$ cat src/design/dps_defs.svh
`ifndef DPS_DEFS_SVH
`define DPS_DEFS_SVH

// Scheduler geometry
`define DPS_SETS         6
`define DPS_OPS          4
`define DPS_ENTRIES      24
`define DPS_OCC_FULL     3'h6

// Clock period in ns; execution latencies in cycles of ref_clk
`define DPS_CLK_PERIOD_NS 10
`define DPS_ONE_LAT      3'h1
`define DPS_LOAD_LAT     3'h2
`define DPS_VEC_LAT      3'h2
`define DPS_LOAD_PAIRS   3'h2
`define DPS_STORE_EXTRA  3'h1

// Line fill
`define DPS_LINE_BYTES   6'h20
`define DPS_FILL_BEATS   3'h4
`define DPS_LAST_BEAT    2'h3

// Address mode encodings of the mod/rm byte
`define DPS_MOD_NONE     2'h0
`define DPS_RM_SIB       3'h4
`define DPS_RM_SRCIDX    3'h6

`endif

$ cat src/design/dps_pkg.sv
package dps_pkg;

   typedef enum logic [2:0]
   {
      DPS_K_PLAIN    = 3'h0,
      DPS_K_LOAD     = 3'h1,
      DPS_K_STORE    = 3'h2,
      DPS_K_VEC      = 3'h3,
      DPS_K_VEC_MEM  = 3'h4,
      DPS_K_PREFETCH = 3'h5
   } dps_kind_type;

   typedef struct packed
   {
      logic         valid;
      dps_kind_type kind;
      logic [2:0]   dep_dist;
      logic [7:0]   line;
   } dps_op_type;

   typedef struct packed
   {
      dps_op_type [3:0] ops;
   } dps_set_type;

   typedef struct packed
   {
      logic             valid;
      dps_op_type [3:0] ops;
      logic [3:0][2:0]  cnt;
   } dps_entry_type;

   typedef struct packed
   {
      logic [4:0] offset;
      logic [3:0] length;
      logic       has_modrm;
      logic [7:0] modrm;
      logic       is_vec;
      logic       is_vfp;
   } dps_insn_type;

   typedef struct packed
   {
      logic short_ok;
      logic long_ok;
   } dps_pdec_type;

   typedef enum logic [1:0]
   {
      DPS_F_IDLE = 2'b01,
      DPS_F_BUSY = 2'b10
   } dps_fill_fsm_type;

   typedef struct packed
   {
      dps_fill_fsm_type fsm;
      logic [1:0]       beats;
      logic [7:0]       line;
      logic             first_seen;
      logic             fwd_valid;
      logic [63:0]      fwd_data;
      logic             done;
   } dps_fill_state_type;

   typedef struct packed
   {
      dps_entry_type [5:0] slot;
      logic                ready;
      logic                retire;
      logic                stall;
      logic                taken_short;
      logic                taken_long;
      logic                rejected;
      logic [2:0]          occupancy;
      logic [7:0]          fresh_line;
      logic                fresh_valid;
      logic                fresh_written;
   } dps_state_type;

endpackage

$ cat src/design/dps_scheduler.sv
`timescale 1ns/1ps
`include "dps_defs.svh"

// What this block does
// - A pair of short-decodable instructions enters as one set of four operation entries.
// - The buffer holds at most six sets, 24 operation entries in all.
// - Sets move down in order and retire only from the bottom position.
// - An unfinished bottom set stalls entry of new operations once all six positions hold sets, until a position frees.
// - Without stalls each set position is one clock of progress toward execution.
// - A load takes two cycles; a consumer fewer than two pairs later waits the rest.
// - Packed vector arithmetic takes two cycles; its memory form adds the load first.
// - The first store to a freshly filled, unwritten line takes one extra cycle.
// - A prefetch starts a 32 byte fill whose first data feeds waiting loads early.
// - Instructions reaching the end of a 32-byte code line lose short predecode.
// - The source-index-register-only memory mode fails predecode.
// - Vector instructions with a sib byte and mod 00b fail predecode.
// - A vector float instruction failing predecode still takes one long decode.

module dps_scheduler (
   // Clock and reset
   input  wire logic                  ref_clk,
   input  wire logic                  reset,
   // Decode pair
   input  wire logic                  pair_valid,
   input  wire dps_pkg::dps_insn_type [1:0] pair_insn,
   input  wire dps_pkg::dps_set_type  pair_ops,
   output logic                       pair_ready,
   output logic                       taken_short,
   output logic                       taken_long,
   output logic                       pair_rejected,
   // Scheduler status
   output logic                       retire,
   output logic                       sched_stall,
   output logic [2:0]                 occupancy,
   // Line fill
   input  wire logic                  fill_beat_valid,
   input  wire logic [63:0]           fill_beat_data,
   output logic                       fill_busy,
   output logic [7:0]                 fill_line,
   output logic                       fwd_valid,
   output logic [63:0]                fwd_data
);
   import dps_pkg::*;

   dps_state_type       s;
   dps_state_type       next_s;
   dps_pdec_type [1:0]  pdec;
   logic                fill_first;
   logic                fill_done;
   logic                fill_start;
   logic [7:0]          fill_start_line;
   logic [5:0]          move;
   logic [5:0]          next_move;
   logic                accept;
   logic                pair_short;
   logic                pair_long;
   dps_entry_type       new_entry;
   dps_entry_type [5:0] dec;
   logic                store_extra;

   ////////////////////////////////////////////////////////////////////////////
   genvar gi;
   generate
      for (gi = 0; gi < 2; gi++)
      begin : g_pdec
         dps_predecode u_pdec (
            .insn   (pair_insn[gi]),
            .result (pdec[gi])
         );
      end
   endgenerate

   dps_line_fill u_fill (
      .ref_clk    (ref_clk),
      .reset      (reset),
      .start      (fill_start),
      .start_line (fill_start_line),
      .beat_valid (fill_beat_valid),
      .beat_data  (fill_beat_data),
      .busy       (fill_busy),
      .line       (fill_line),
      .first_seen (fill_first),
      .fwd_valid  (fwd_valid),
      .fwd_data   (fwd_data),
      .done       (fill_done)
   );

   ////////////////////////////////////////////////////////////////////////////
   function automatic logic slot_done(input dps_entry_type e);
      logic d;
      d = 1'b1;
      for (int k = 0; k < `DPS_OPS; k++)
      begin
         if (e.cnt[k] != 3'h0)
         begin
            d = 1'b0;
         end
      end
      return d;
   endfunction

   // Bottom moves out when done; every other set drops into a free or freeing spot
   function automatic logic [5:0] calc_move(input dps_entry_type [5:0] sl);
      logic [5:0] m;
      m[5] = sl[5].valid && slot_done(sl[5]);
      for (int i = `DPS_SETS - 2; i >= 0; i--)
      begin
         m[i] = sl[i].valid && (!sl[i + 1].valid || m[i + 1]);
      end
      return m;
   endfunction

   function automatic logic [2:0] base_lat(input dps_kind_type k);
      logic [2:0] l;
      unique case (k)
         DPS_K_LOAD:    l = `DPS_LOAD_LAT;
         DPS_K_VEC:     l = `DPS_VEC_LAT;
         DPS_K_VEC_MEM: l = `DPS_LOAD_LAT + `DPS_VEC_LAT;
         default:       l = `DPS_ONE_LAT;
      endcase
      return l;
   endfunction

   ////////////////////////////////////////////////////////////////////////////
   always_comb
   begin
      next_s          = s;
      move            = calc_move(s.slot);
      pair_short      = pdec[0].short_ok && pdec[1].short_ok;
      pair_long       = !pair_short && (pdec[0].short_ok || pdec[0].long_ok)
                        && (pdec[1].short_ok || pdec[1].long_ok);
      accept          = pair_valid && s.ready && (pair_short || pair_long);
      fill_start      = 1'b0;
      fill_start_line = 8'h00;
      store_extra     = 1'b0;

      // Build the incoming set; latencies count from the cycle after entry
      new_entry.valid = 1'b1;
      new_entry.ops   = pair_ops.ops;
      for (int k = 0; k < `DPS_OPS; k++)
      begin
         new_entry.cnt[k] = 3'h0;
         if (pair_ops.ops[k].valid)
         begin
            new_entry.cnt[k] = base_lat(pair_ops.ops[k].kind);
            if (pair_ops.ops[k].dep_dist != 3'h0
                && pair_ops.ops[k].dep_dist < `DPS_LOAD_PAIRS)
            begin
               new_entry.cnt[k] = new_entry.cnt[k]
                                  + (`DPS_LOAD_PAIRS - pair_ops.ops[k].dep_dist);
            end
            if (pair_ops.ops[k].kind == DPS_K_STORE && s.fresh_valid
                && !s.fresh_written && pair_ops.ops[k].line == s.fresh_line)
            begin
               new_entry.cnt[k] = new_entry.cnt[k] + `DPS_STORE_EXTRA;
               store_extra      = 1'b1;
            end
            if (pair_ops.ops[k].kind == DPS_K_PREFETCH && accept && !fill_busy
                && !fill_start)
            begin
               fill_start      = 1'b1;
               fill_start_line = pair_ops.ops[k].line;
            end
         end
      end

      // Count down; a load on the filling line waits for the forwarded beat
      for (int i = 0; i < `DPS_SETS; i++)
      begin
         dec[i] = s.slot[i];
         for (int k = 0; k < `DPS_OPS; k++)
         begin
            if (s.slot[i].cnt[k] != 3'h0
                && !(s.slot[i].ops[k].kind == DPS_K_LOAD && fill_busy && !fill_first
                     && s.slot[i].ops[k].line == fill_line))
            begin
               dec[i].cnt[k] = s.slot[i].cnt[k] - 3'h1;
            end
         end
      end

      // One position per clock downward
      for (int i = 0; i < `DPS_SETS; i++)
      begin
         if (i > 0 && move[i - 1])
         begin
            next_s.slot[i] = dec[i - 1];
         end
         else if (move[i])
         begin
            next_s.slot[i]       = dec[i];
            next_s.slot[i].valid = 1'b0;
         end
         else
         begin
            next_s.slot[i] = dec[i];
         end
      end
      if (accept)
      begin
         next_s.slot[0] = new_entry;
      end

      if (accept && store_extra)
      begin
         next_s.fresh_written = 1'b1;
      end
      // A completed fill supersedes any store marking in the same cycle
      if (fill_done)
      begin
         next_s.fresh_line    = fill_line;
         next_s.fresh_valid   = 1'b1;
         next_s.fresh_written = 1'b0;
      end

      next_s.occupancy = 3'h0;
      for (int i = 0; i < `DPS_SETS; i++)
      begin
         next_s.occupancy = next_s.occupancy + {2'h0, next_s.slot[i].valid};
      end
      next_move          = calc_move(next_s.slot);
      next_s.ready       = !next_s.slot[0].valid || next_move[0];
      next_s.stall       = next_s.slot[5].valid && !slot_done(next_s.slot[5])
                           && !next_s.ready;
      next_s.retire      = move[5];
      next_s.taken_short = accept && pair_short;
      next_s.taken_long  = accept && pair_long;
      next_s.rejected    = pair_valid && s.ready && !pair_short && !pair_long;
   end

   always_ff @(posedge ref_clk)
   begin
      if (reset)
      begin
         s       <= '0;
         s.ready <= 1'b1;
      end
      else
      begin
         s <= next_s;
      end
   end

   assign pair_ready    = s.ready;
   assign taken_short   = s.taken_short;
   assign taken_long    = s.taken_long;
   assign pair_rejected = s.rejected;
   assign retire        = s.retire;
   assign sched_stall   = s.stall;
   assign occupancy     = s.occupancy;

   ////////////////////////////////////////////////////////////////////////////
   property p_set_entry;
      @(posedge ref_clk) disable iff (reset)
      accept |=> (s.slot[0].valid && s.slot[0].ops == $past(pair_ops.ops) && taken_short
                  == $past(pair_short));
   endproperty
   a_set_entry: assert property (p_set_entry)
      else $error("accepted pair did not land as one set");

   property p_capacity;
      @(posedge ref_clk) disable iff (reset)
      occupancy <= `DPS_OCC_FULL;
   endproperty
   a_capacity: assert property (p_capacity)
      else $error("more than six sets held");

   property p_retire_bottom;
      @(posedge ref_clk) disable iff (reset)
      retire |-> ($past(s.slot[5].valid) && $past(slot_done(s.slot[5])));
   endproperty
   a_retire_bottom: assert property (p_retire_bottom)
      else $error("retire without a finished bottom set");

   property p_stall_blocks;
      @(posedge ref_clk) disable iff (reset)
      (occupancy == `DPS_OCC_FULL && !slot_done(s.slot[5])) |-> (!pair_ready && !accept);
   endproperty
   a_stall_blocks: assert property (p_stall_blocks)
      else $error("entry taken while full bottom set unfinished");

   property p_one_step;
      @(posedge ref_clk) disable iff (reset)
      move[1] |=> (s.slot[2].valid && s.slot[2].ops == $past(s.slot[1].ops));
   endproperty
   a_one_step: assert property (p_one_step)
      else $error("set did not advance one position");

   property p_load_lat;
      @(posedge ref_clk) disable iff (reset)
      (accept && pair_ops.ops[0].valid && pair_ops.ops[0].kind == DPS_K_LOAD
       && pair_ops.ops[0].dep_dist == 3'h0) |=> s.slot[0].cnt[0] == 3'h2;
   endproperty
   a_load_lat: assert property (p_load_lat)
      else $error("load latency not two cycles");

   property p_dep_wait;
      @(posedge ref_clk) disable iff (reset)
      (accept && pair_ops.ops[1].valid && pair_ops.ops[1].kind == DPS_K_PLAIN
       && pair_ops.ops[1].dep_dist == 3'h1) |=> s.slot[0].cnt[1] == 3'h2;
   endproperty
   a_dep_wait: assert property (p_dep_wait)
      else $error("consumer one pair behind a load not delayed");

   property p_vec_mem_lat;
      @(posedge ref_clk) disable iff (reset)
      (accept && pair_ops.ops[2].valid && pair_ops.ops[2].kind == DPS_K_VEC_MEM
       && pair_ops.ops[2].dep_dist == 3'h0) |=> s.slot[0].cnt[2] == 3'h4;
   endproperty
   a_vec_mem_lat: assert property (p_vec_mem_lat)
      else $error("vector memory form latency not four cycles");

   property p_first_store;
      @(posedge ref_clk) disable iff (reset)
      (accept && pair_ops.ops[3].valid && pair_ops.ops[3].kind == DPS_K_STORE
       && pair_ops.ops[3].dep_dist == 3'h0 && s.fresh_valid && !s.fresh_written
       && pair_ops.ops[3].line == s.fresh_line && !fill_done)
       |=> (s.slot[0].cnt[3] == 3'h2 && s.fresh_written);
   endproperty
   a_first_store: assert property (p_first_store)
      else $error("first store to fresh line lacks the extra cycle");

   property p_long_vfp;
      @(posedge ref_clk) disable iff (reset)
      (pair_valid && pair_ready && !pdec[0].short_ok && pair_insn[0].is_vfp
       && pdec[1].short_ok) |=> (taken_long && !pair_rejected);
   endproperty
   a_long_vfp: assert property (p_long_vfp)
      else $error("vector float predecode failure was rejected");

   property p_srcidx_fail;
      @(posedge ref_clk) disable iff (reset)
      (pair_valid && pair_insn[0].has_modrm && pair_insn[0].modrm[7:6] == 2'h0
       && pair_insn[0].modrm[2:0] == 3'h6) |-> !pdec[0].short_ok;
   endproperty
   a_srcidx_fail: assert property (p_srcidx_fail)
      else $error("source index mode passed predecode");

   property p_entry_ready;
      @(posedge ref_clk) disable iff (reset)
      $rose(s.slot[0].valid) |-> $past(pair_ready && pair_valid);
   endproperty
   a_entry_ready: assert property (p_entry_ready)
      else $error("set entered without a free top position");

   c_stall:   cover property (@(posedge ref_clk) disable iff (reset) sched_stall);
   c_long:    cover property (@(posedge ref_clk) disable iff (reset) taken_long);
   c_forward: cover property (@(posedge ref_clk) disable iff (reset) fwd_valid);
   c_full:    cover property (@(posedge ref_clk) disable iff (reset)
                              occupancy == `DPS_OCC_FULL && retire);

endmodule

$ cat src/design/dps_predecode.sv
`timescale 1ns/1ps
`include "dps_defs.svh"

module dps_predecode (
   // Instruction seen by predecode
   input  wire dps_pkg::dps_insn_type insn,
   // Result
   output dps_pkg::dps_pdec_type      result
);
   import dps_pkg::*;

   logic [5:0] end_pos;
   logic       end_fail;
   logic       srcidx_fail;
   logic       sib_fail;
   logic       fail;

   always_comb
   begin
      end_pos     = {1'b0, insn.offset} + {2'h0, insn.length};
      // Reaching the last byte of the line degrades predecode
      end_fail    = end_pos >= `DPS_LINE_BYTES;
      srcidx_fail = insn.has_modrm && insn.modrm[7:6] == `DPS_MOD_NONE
                    && insn.modrm[2:0] == `DPS_RM_SRCIDX;
      sib_fail    = insn.is_vec && insn.has_modrm
                    && insn.modrm[7:6] == `DPS_MOD_NONE
                    && insn.modrm[2:0] == `DPS_RM_SIB;
      fail        = end_fail || srcidx_fail || sib_fail;
      result.short_ok = !fail;
      // Vector float still goes through the long hardware decode
      result.long_ok  = fail && insn.is_vfp;
   end

endmodule

$ cat src/design/dps_line_fill.sv
`timescale 1ns/1ps
`include "dps_defs.svh"

module dps_line_fill (
   // Clock and reset
   input  wire logic        ref_clk,
   input  wire logic        reset,
   // Fill start
   input  wire logic        start,
   input  wire logic [7:0]  start_line,
   // Beats from the memory side
   input  wire logic        beat_valid,
   input  wire logic [63:0] beat_data,
   // Status and forwarding
   output logic             busy,
   output logic [7:0]       line,
   output logic             first_seen,
   output logic             fwd_valid,
   output logic [63:0]      fwd_data,
   output logic             done
);
   import dps_pkg::*;

   dps_fill_state_type s;
   dps_fill_state_type next_s;

   always_comb
   begin
      next_s           = s;
      next_s.fwd_valid = 1'b0;
      next_s.done      = 1'b0;
      unique case (s.fsm)
         DPS_F_IDLE:
         begin
            // A start while busy is dropped; the running fill owns the buffer
            if (start)
            begin
               next_s.fsm        = DPS_F_BUSY;
               next_s.line       = start_line;
               next_s.beats      = 2'h0;
               next_s.first_seen = 1'b0;
            end
         end
         DPS_F_BUSY:
         begin
            if (beat_valid)
            begin
               if (!s.first_seen)
               begin
                  next_s.first_seen = 1'b1;
                  next_s.fwd_valid  = 1'b1;
                  next_s.fwd_data   = beat_data;
               end
               next_s.beats = s.beats + 2'h1;
               if (s.beats == `DPS_LAST_BEAT)
               begin
                  next_s.fsm  = DPS_F_IDLE;
                  next_s.done = 1'b1;
               end
            end
         end
      endcase
   end

   always_ff @(posedge ref_clk)
   begin
      if (reset)
      begin
         s <= '{fsm: DPS_F_IDLE, beats: 2'h0, line: 8'h00, first_seen: 1'b0,
                fwd_valid: 1'b0, fwd_data: 64'h0, done: 1'b0};
      end
      else
      begin
         s <= next_s;
      end
   end

   assign busy       = s.fsm == DPS_F_BUSY;
   assign line       = s.line;
   assign first_seen = s.first_seen;
   assign fwd_valid  = s.fwd_valid;
   assign fwd_data   = s.fwd_data;
   assign done       = s.done;

   ////////////////////////////////////////////////////////////////////////////
   property p_fill_forward;
      @(posedge ref_clk) disable iff (reset)
      (busy && beat_valid && !first_seen) |=> (fwd_valid && fwd_data == $past(beat_data));
   endproperty
   a_fill_forward: assert property (p_fill_forward)
      else $error("first fill beat not forwarded");

   property p_fill_length;
      @(posedge ref_clk) disable iff (reset)
      done |-> ($past(s.beats) == `DPS_LAST_BEAT && $past(busy && beat_valid));
   endproperty
   a_fill_length: assert property (p_fill_length)
      else $error("fill ended after fewer than four beats");

   c_fill_done: cover property (@(posedge ref_clk) disable iff (reset) done);

endmodule

$ cat config.mk
export PLATFORM = sky130hd
export DESIGN_NAME = dps_scheduler
export DESIGN_NICKNAME = d
export VERILOG_FILES = /design/src/design/dps_pkg.sv /design/src/design/dps_scheduler.sv /design/src/design/dps_predecode.sv /design/src/design/dps_line_fill.sv
export VERILOG_INCLUDE_DIRS = /design/src /design/src/design
export SDC_FILE = /design/constraint.sdc
export NUM_CORES = 1
export LEC_CHECK = 0
export ABC_AREA = 1
export CAP_MARGIN = 20
export CORE_MARGIN = 8
export CORE_UTILIZATION = 65
export DETAILED_ROUTE_END_ITERATION = 8
export DONT_BUFFER_PORTS = 1
export HOLD_SLACK_MARGIN = 0.03
export PLACE_DENSITY = 0.78
export SLEW_MARGIN = 20
export SYNTH_ARGS = -nofsm -noshare
export SYNTH_HDL_FRONTEND = slang
export SYNTH_SLANG_ARGS = --single-unit
$ cat constraint.sdc
create_clock -name ref_clk -period 7 [get_ports ref_clk]
set_input_delay 1.4 -clock ref_clk [delete_from_list [all_inputs] [get_ports ref_clk]]
set_output_delay 1.4 -clock ref_clk [all_outputs]
set_load 0.1 [all_outputs]
# [Word-level counts from Yosys, hierarchy flattened]
# Cells that the tools add are included.
# W data, S select, Z words.
[totals] ff_bits=520 input_bits=168 out_inout_bits=83 elab_cells=638
[op_classes] addsub=44 magnitude_cmp=6 eq_ne=82 muxes=100 bitwise=3 reduce_logical=268
[op_table] op="$mux W73" count=12
[op_table] op="$eq A8 B8 Y1" count=28
[op_table] op="$logic_and A1 B1 Y1" count=159
[op_table] op="$mux W3" count=44
[op_table] op="$reduce_bool A3 Y1" count=32
[op_table] op="$eq A3 B1 Y1 const B" count=28
[op_table] op="$sub A3 B1 Y3 const B" count=24
[op_table] op="$mux W67" count=1
[op_table] op="$mux W65" count=1
[op_table] op="$mux W8" count=8
[op_table] op="$logic_not A1 Y1" count=47
[op_table] op="$eq A3 B3 Y1 const B" count=12
[op_table] op="$mux W1" count=25
[op_table] op="$eq A3 B2 Y1 const B" count=8
[op_table] op="$pmux W3 S2" count=4
[op_table] op="$logic_or A1 B1 Y1" count=18
[op_table] op="$mux W13" count=1
[op_table] op="$add A3 B1 Y3 const B" count=4
[op_table] op="$add A3 B3 Y3" count=4
[op_table] op="$add A5 B4 Y6" count=2
[op_table] op="$ge A6 B6 Y1 const B" count=2
[op_table] op="$lt A3 B2 Y1 const B" count=4
[op_table] op="$sub A2 B3 Y3 const A" count=4
[op_table] op="$reduce_or A2 Y1" count=5
[op_table] op="17 further kinds" count=26

# [Logic depth before layout (Yosys ltp)]
[depth] word_depth=30 ltp_mapped=19 mapped_depth_nobuf=19

# [By module]
# Synthesis repeated with hierarchy kept, for this count alone.
[unflattened] hier_cells=3295 area_unflattened_um2=23080.9
[by_module_without_submodules] mod="dps_scheduler" n_inst=1 cells_each=2743 area_each_um2=18935.7
[by_module_without_submodules] mod="dps_line_fill" n_inst=1 cells_each=502 area_each_um2=3870.0
[by_module_without_submodules] mod="dps_predecode" n_inst=2 cells_each=25 area_each_um2=137.6

# [Least setup slack after synthesis]
# Ideal clock, no wire load.
[synth_path] path_kind="input to register" start="input port pair_insn[33] (netlist name)" end="register s (netlist bit occupancy[1])" setup_time_ps=67 arrival_time_ps=4381 required_time_ps=6933 slack_ps=2553 stages=17 cell_sequence="ha_1 > a21oi_1 > nand2_1 > nand2_1 > nand2_2 > nand2_4 > nand3_4 > clkbuf_1 > o21ai_0 > inv_1 > fa_1 > fa_1 > inv_1 > ha_1 > inv_1 > fa_1 > nor2_1"
[synth_between] elab_chain_cells=17 word_cells_on_any_way=19 cone_classes="add/sub: 6; order compare: 1; mux: 1; reduce/logical: 11"
[synth_lines] element="start: declaration" line="dps_scheduler.sv:25" text="input wire dps_pkg::dps_insn_type [1:0] pair_insn,"
[synth_lines] element="$add A5 B4 Y6 (*)" line="dps_predecode.sv:20" text="end_pos = {1'b0, insn.offset} + {2'h0, insn.length};"
[synth_lines] element="$ge A6 B6 Y1 (no line) (*)"
[synth_lines] element="$logic_or A1 B1 Y1 (*) (2 in a row)" line="dps_predecode.sv:28" text="fail = end_fail || srcidx_fail || sib_fail;"
[synth_lines] element="$logic_not A1 Y1" line="dps_predecode.sv:29" text="result.short_ok = !fail;"
[synth_lines] element="$logic_and A1 B1 Y1" line="dps_scheduler.sv:129" text="pair_short = pdec[0].short_ok && pdec[1].short_ok;"
[synth_lines] element="$logic_not A1 Y1" line="dps_scheduler.sv:130" text="pair_long = !pair_short && (pdec[0].short_ok || pdec[0].long_ok)"
[synth_lines] element="$logic_and A1 B1 Y1" line="dps_scheduler.sv:130"
[synth_lines] element="$logic_and A1 B1 Y1" line="dps_scheduler.sv:131" text="&& (pdec[1].short_ok || pdec[1].long_ok);"
[synth_lines] element="$logic_or A1 B1 Y1 (*)" line="dps_scheduler.sv:132" text="accept = pair_valid && s.ready && (pair_short || pair_long);"
[synth_lines] element="$logic_and A1 B1 Y1 (*)" line="dps_scheduler.sv:132"
[synth_lines] element="$mux W73 (*)" line="dps_scheduler.sv:199" text="if (accept)"
[synth_lines] element="$add A1 B1 Y2 (*)" line="dps_scheduler.sv:219" text="next_s.occupancy = next_s.occupancy + {2'h0, next_s.slot[i].valid};"
[synth_lines] element="$add A2 B1 Y3 (*)" line="dps_scheduler.sv:219"
[synth_lines] element="$add A3 B1 Y3 (*) (3 in a row)" line="dps_scheduler.sv:219"
[synth_lines] element="end signal: assignment" line="dps_scheduler.sv:240" text="s <= next_s;"
[synth_lines] element="end: declaration" line="dps_scheduler.sv:45" text="dps_state_type s;"
# Mark *: on every way between the ends. The rest lies on a longest branch, timed or not.
# A chain may end at the register's enable or synchronous reset.

# [Worst setup path after layout]
# Same ends and word-level chain as after synthesis.

==> metrics.yaml <==
outcome:
  status: "complete, no violations"
floorplanning:
  rows: 67
  die-area_um2: 40290
  die_h_um: 200.7
  core_area_um2: 33530
  initial_core_util_pct: 66.14
  num_io_pins: 251
  fp.dieW_um: 200.7
logic_synthesis:
  synth.avg_cell_area_um2: 7.065
  synth_seq_cells: 440
  yosysMostFrequentCell: "nor2_1"
  postSynthNetCount: 3384
  yosys_warnings: 0
  syn-cell-area_um2: 22180
  yosysTopAreaCell: "dfxtp_1"
  syn_inst: 3139
  synthTopCellsByArea: "dfxtp_1, o21ai_0, nor2_1, nand2_1, a21oi_1"
  async_reset_ff_share_pct: 0
  synth_top_area_share_pct: 39.72
  ys_types: 45
  synth_edf_count: 0
  synth.yosys.seq_area_share_pct: 39.72
  synth_commonest_cells: "nor2_1, o21ai_0, dfxtp_1, nand2_1, inv_1"
  synth_top_flop_cell: "dfxtp_1"
final_layout:
  multi_input_comb_area_um2: 10660
  diodes: 0
  drive_above_1_share_pct: 5.135
  nets: 3208
  fin_cells: 3447
  fillCellCount: 2850
  area_delta_synth_final_pct: 4.880
  seqCellArea_um2: 8818
clock_network:
  clockBufferDepth: 3
  ctsResizeCount: 0
  hold_buffers: 0
  numCtsBuffers: 46
  clkLatencyLatePin_ns: 0.54
  post_cts_buffers: 0
  cts-root-buf: "clkbuf_16"
  cts_max_level: 2
  cts.clk_slew.worst_paths_ns: 0.06
  cts_tree: "built"
  cts.sinks: 440
global_routing:
  grt_pass1_wl_mm: 100.5
  track_usage_pct: 29.85
  grt_max_degree: 233
  grt_overflow_total: 0
  grt_pass1_vias: 19100
  antenna_found_initial: 0
route:
  num_vias: 20140
  routed-wl-met3_mm: 5.916
  drc: 0
  routed_wirelength_mm: 63.12
  wl_met2_mm: 28.93
  dr.pass1.iters: 6
  drt-initial-drc-count: 2111
  viasPerCell: 5.844
  wl_met1_mm: 26.15
  routed.top_layer: "met4"
  post_drt_wl_per_cell_um: 18.31
  ant_nets: 0
setup_path:
  arrival_ns: 4.42
  start_kind: "primary input"
  endpoint_kind: "flop"
  worstPathRequired_ns: 7.48
  critPathMaxFanout: 5
  path_class: "in2reg"
sta:
  fmax_mhz: 254.1
  rsz0062_at_grt: "false"
  fin_crit_sh_pct: 56.22
  slew_viol_final: 0
  setup_viol: 0
  fin_setup_tns_ns: 0
  slew_headroom_pct: 31.38
  worstMarginPinSlew_ns: 1.028
  hold_violations: 0
  skew_ns: 0.01713
  fin_crit_ns: 3.935
power_and_ir_drop:
  p_leak_nw: 9.845
  power_density_nw_per_um2: 316.6
  ir_drop_uv: 211.5
placed_design:
  dp_hpwl_mm: 42.61
  routabilityCongestion: 0.9280
  post-place-cells: 3361
  numPortBuffers: 0
hold_path:
  hp-class: "reg2reg"
run:
  max-cap-violations: 0
flip-flops by register name (all words and copies together) (netlist names):
signal	flops
pair_ready	1
dec	270
u_fill.line	8
u_fill.done	1
u_fill.fwd_data	64
pair_rejected	1
taken_long	1
retire	1
sched_stall	1
s	82
u_fill.fwd_valid	1
u_fill.first_seen	1
u_fill.s	4
taken_short	1
occupancy	3
cell families after synthesis:
group | after synthesis | synth area share (%)
and+or+nand+nor | 1115 | 21.04
AOI/OAI and AO/OA | 836 | 20.11
buffers and inverters | 612 | 12.36
DFF | 440 | 39.72
adders and majority gates | 77 | 4.446
xor gates and xnor gates | 59 | 2.330
cells in the final DEF (no fill, tap or decap), types with 9 or more instances in the layout:
cell	netlist	layout
nor4_1	20	20
dfxtp_1	440	432
clkbuf_16	0	47
nand2_1	414	411
o22ai_1	51	51
a21oi_1	269	269
xnor2_1	13	13
xor2_1	46	46
clkbuf_8	0	10
inv_1	349	348
nor2_1	461	460
nand3_1	115	115
o21ai_0	456	456
o211ai_1	9	9
nand4_1	41	41
a221oi_1	17	17
buf_4	79	22
ha_1	74	74
nor3_1	30	30
worst max-delay path, stage by stage:
cell     delay [ns]
ha_1           0.29
a21oi_1        0.14
nand2_1        0.06
nand2_1        0.07
nand2_2        0.12
nand2_4        0.12
nand3_4        0.12
o21ai_0        0.15
inv_1          0.12
fa_1           0.51
fa_1           0.54
inv_1          0.04
ha_1           0.16
inv_1          0.06
fa_1           0.40
nor2_1         0.10
per-layer routing:
layer | GRT usage, % | vias to the layer above
met1 | 38.36 | 9247
met3 | 6.665 | 138
met5 | 0.7371 | -
met2 | 48.86 | 857
met4 | 10.35 | 0
li1 | - | 9901
final timing paths:
path / slack, ns / cells after the start / startpoint / endpoint
worst max-delay path: 3.06 / 16 / pair_insn[33] / occupancy[1]
worst min-delay path: 0.44 / 2 / dec[437] / retire
worst max register to register: 3.21 / 19 / s[390] / occupancy[1]
worst min register to register: 0.44 / 2 / dec[437] / retire
metrics by stage:
stage,setup WS [ns],utilization [%],hold slack (ns),cell area (um2),power (W)
floorplan,2.553,-,0.4234,22180,0.004382
global placement,2.505,64.41,0.4365,21600,0.004677
detailed placement,2.477,64.41,0.4361,21600,0.004804
CTS,3.043,69.22,0.4465,23210,0.007364
global route,2.856,69.37,0.4728,23260,0.007814
finish,3.065,69.37,0.4434,23260,0.007364
final cells by class:
type	instances	share of cell area, %
multi-input combinational	2087	45.83
sequential	440	37.91
inverter	363	5.912
clock buffer	65	5.777
tap	448	2.410
clock inverter	19	1.162
timing repair buffer	25	1.001
power by group:
| part | internal [W] | switching, W |
|---|---|---|
| clock network | 0.00156 | 0.00101 |
| registers | 0.00275 | 0.000164 |
| logic | 0.000664 | 0.00121 |
No activity file was read; power rests on OpenSTA's default activity.
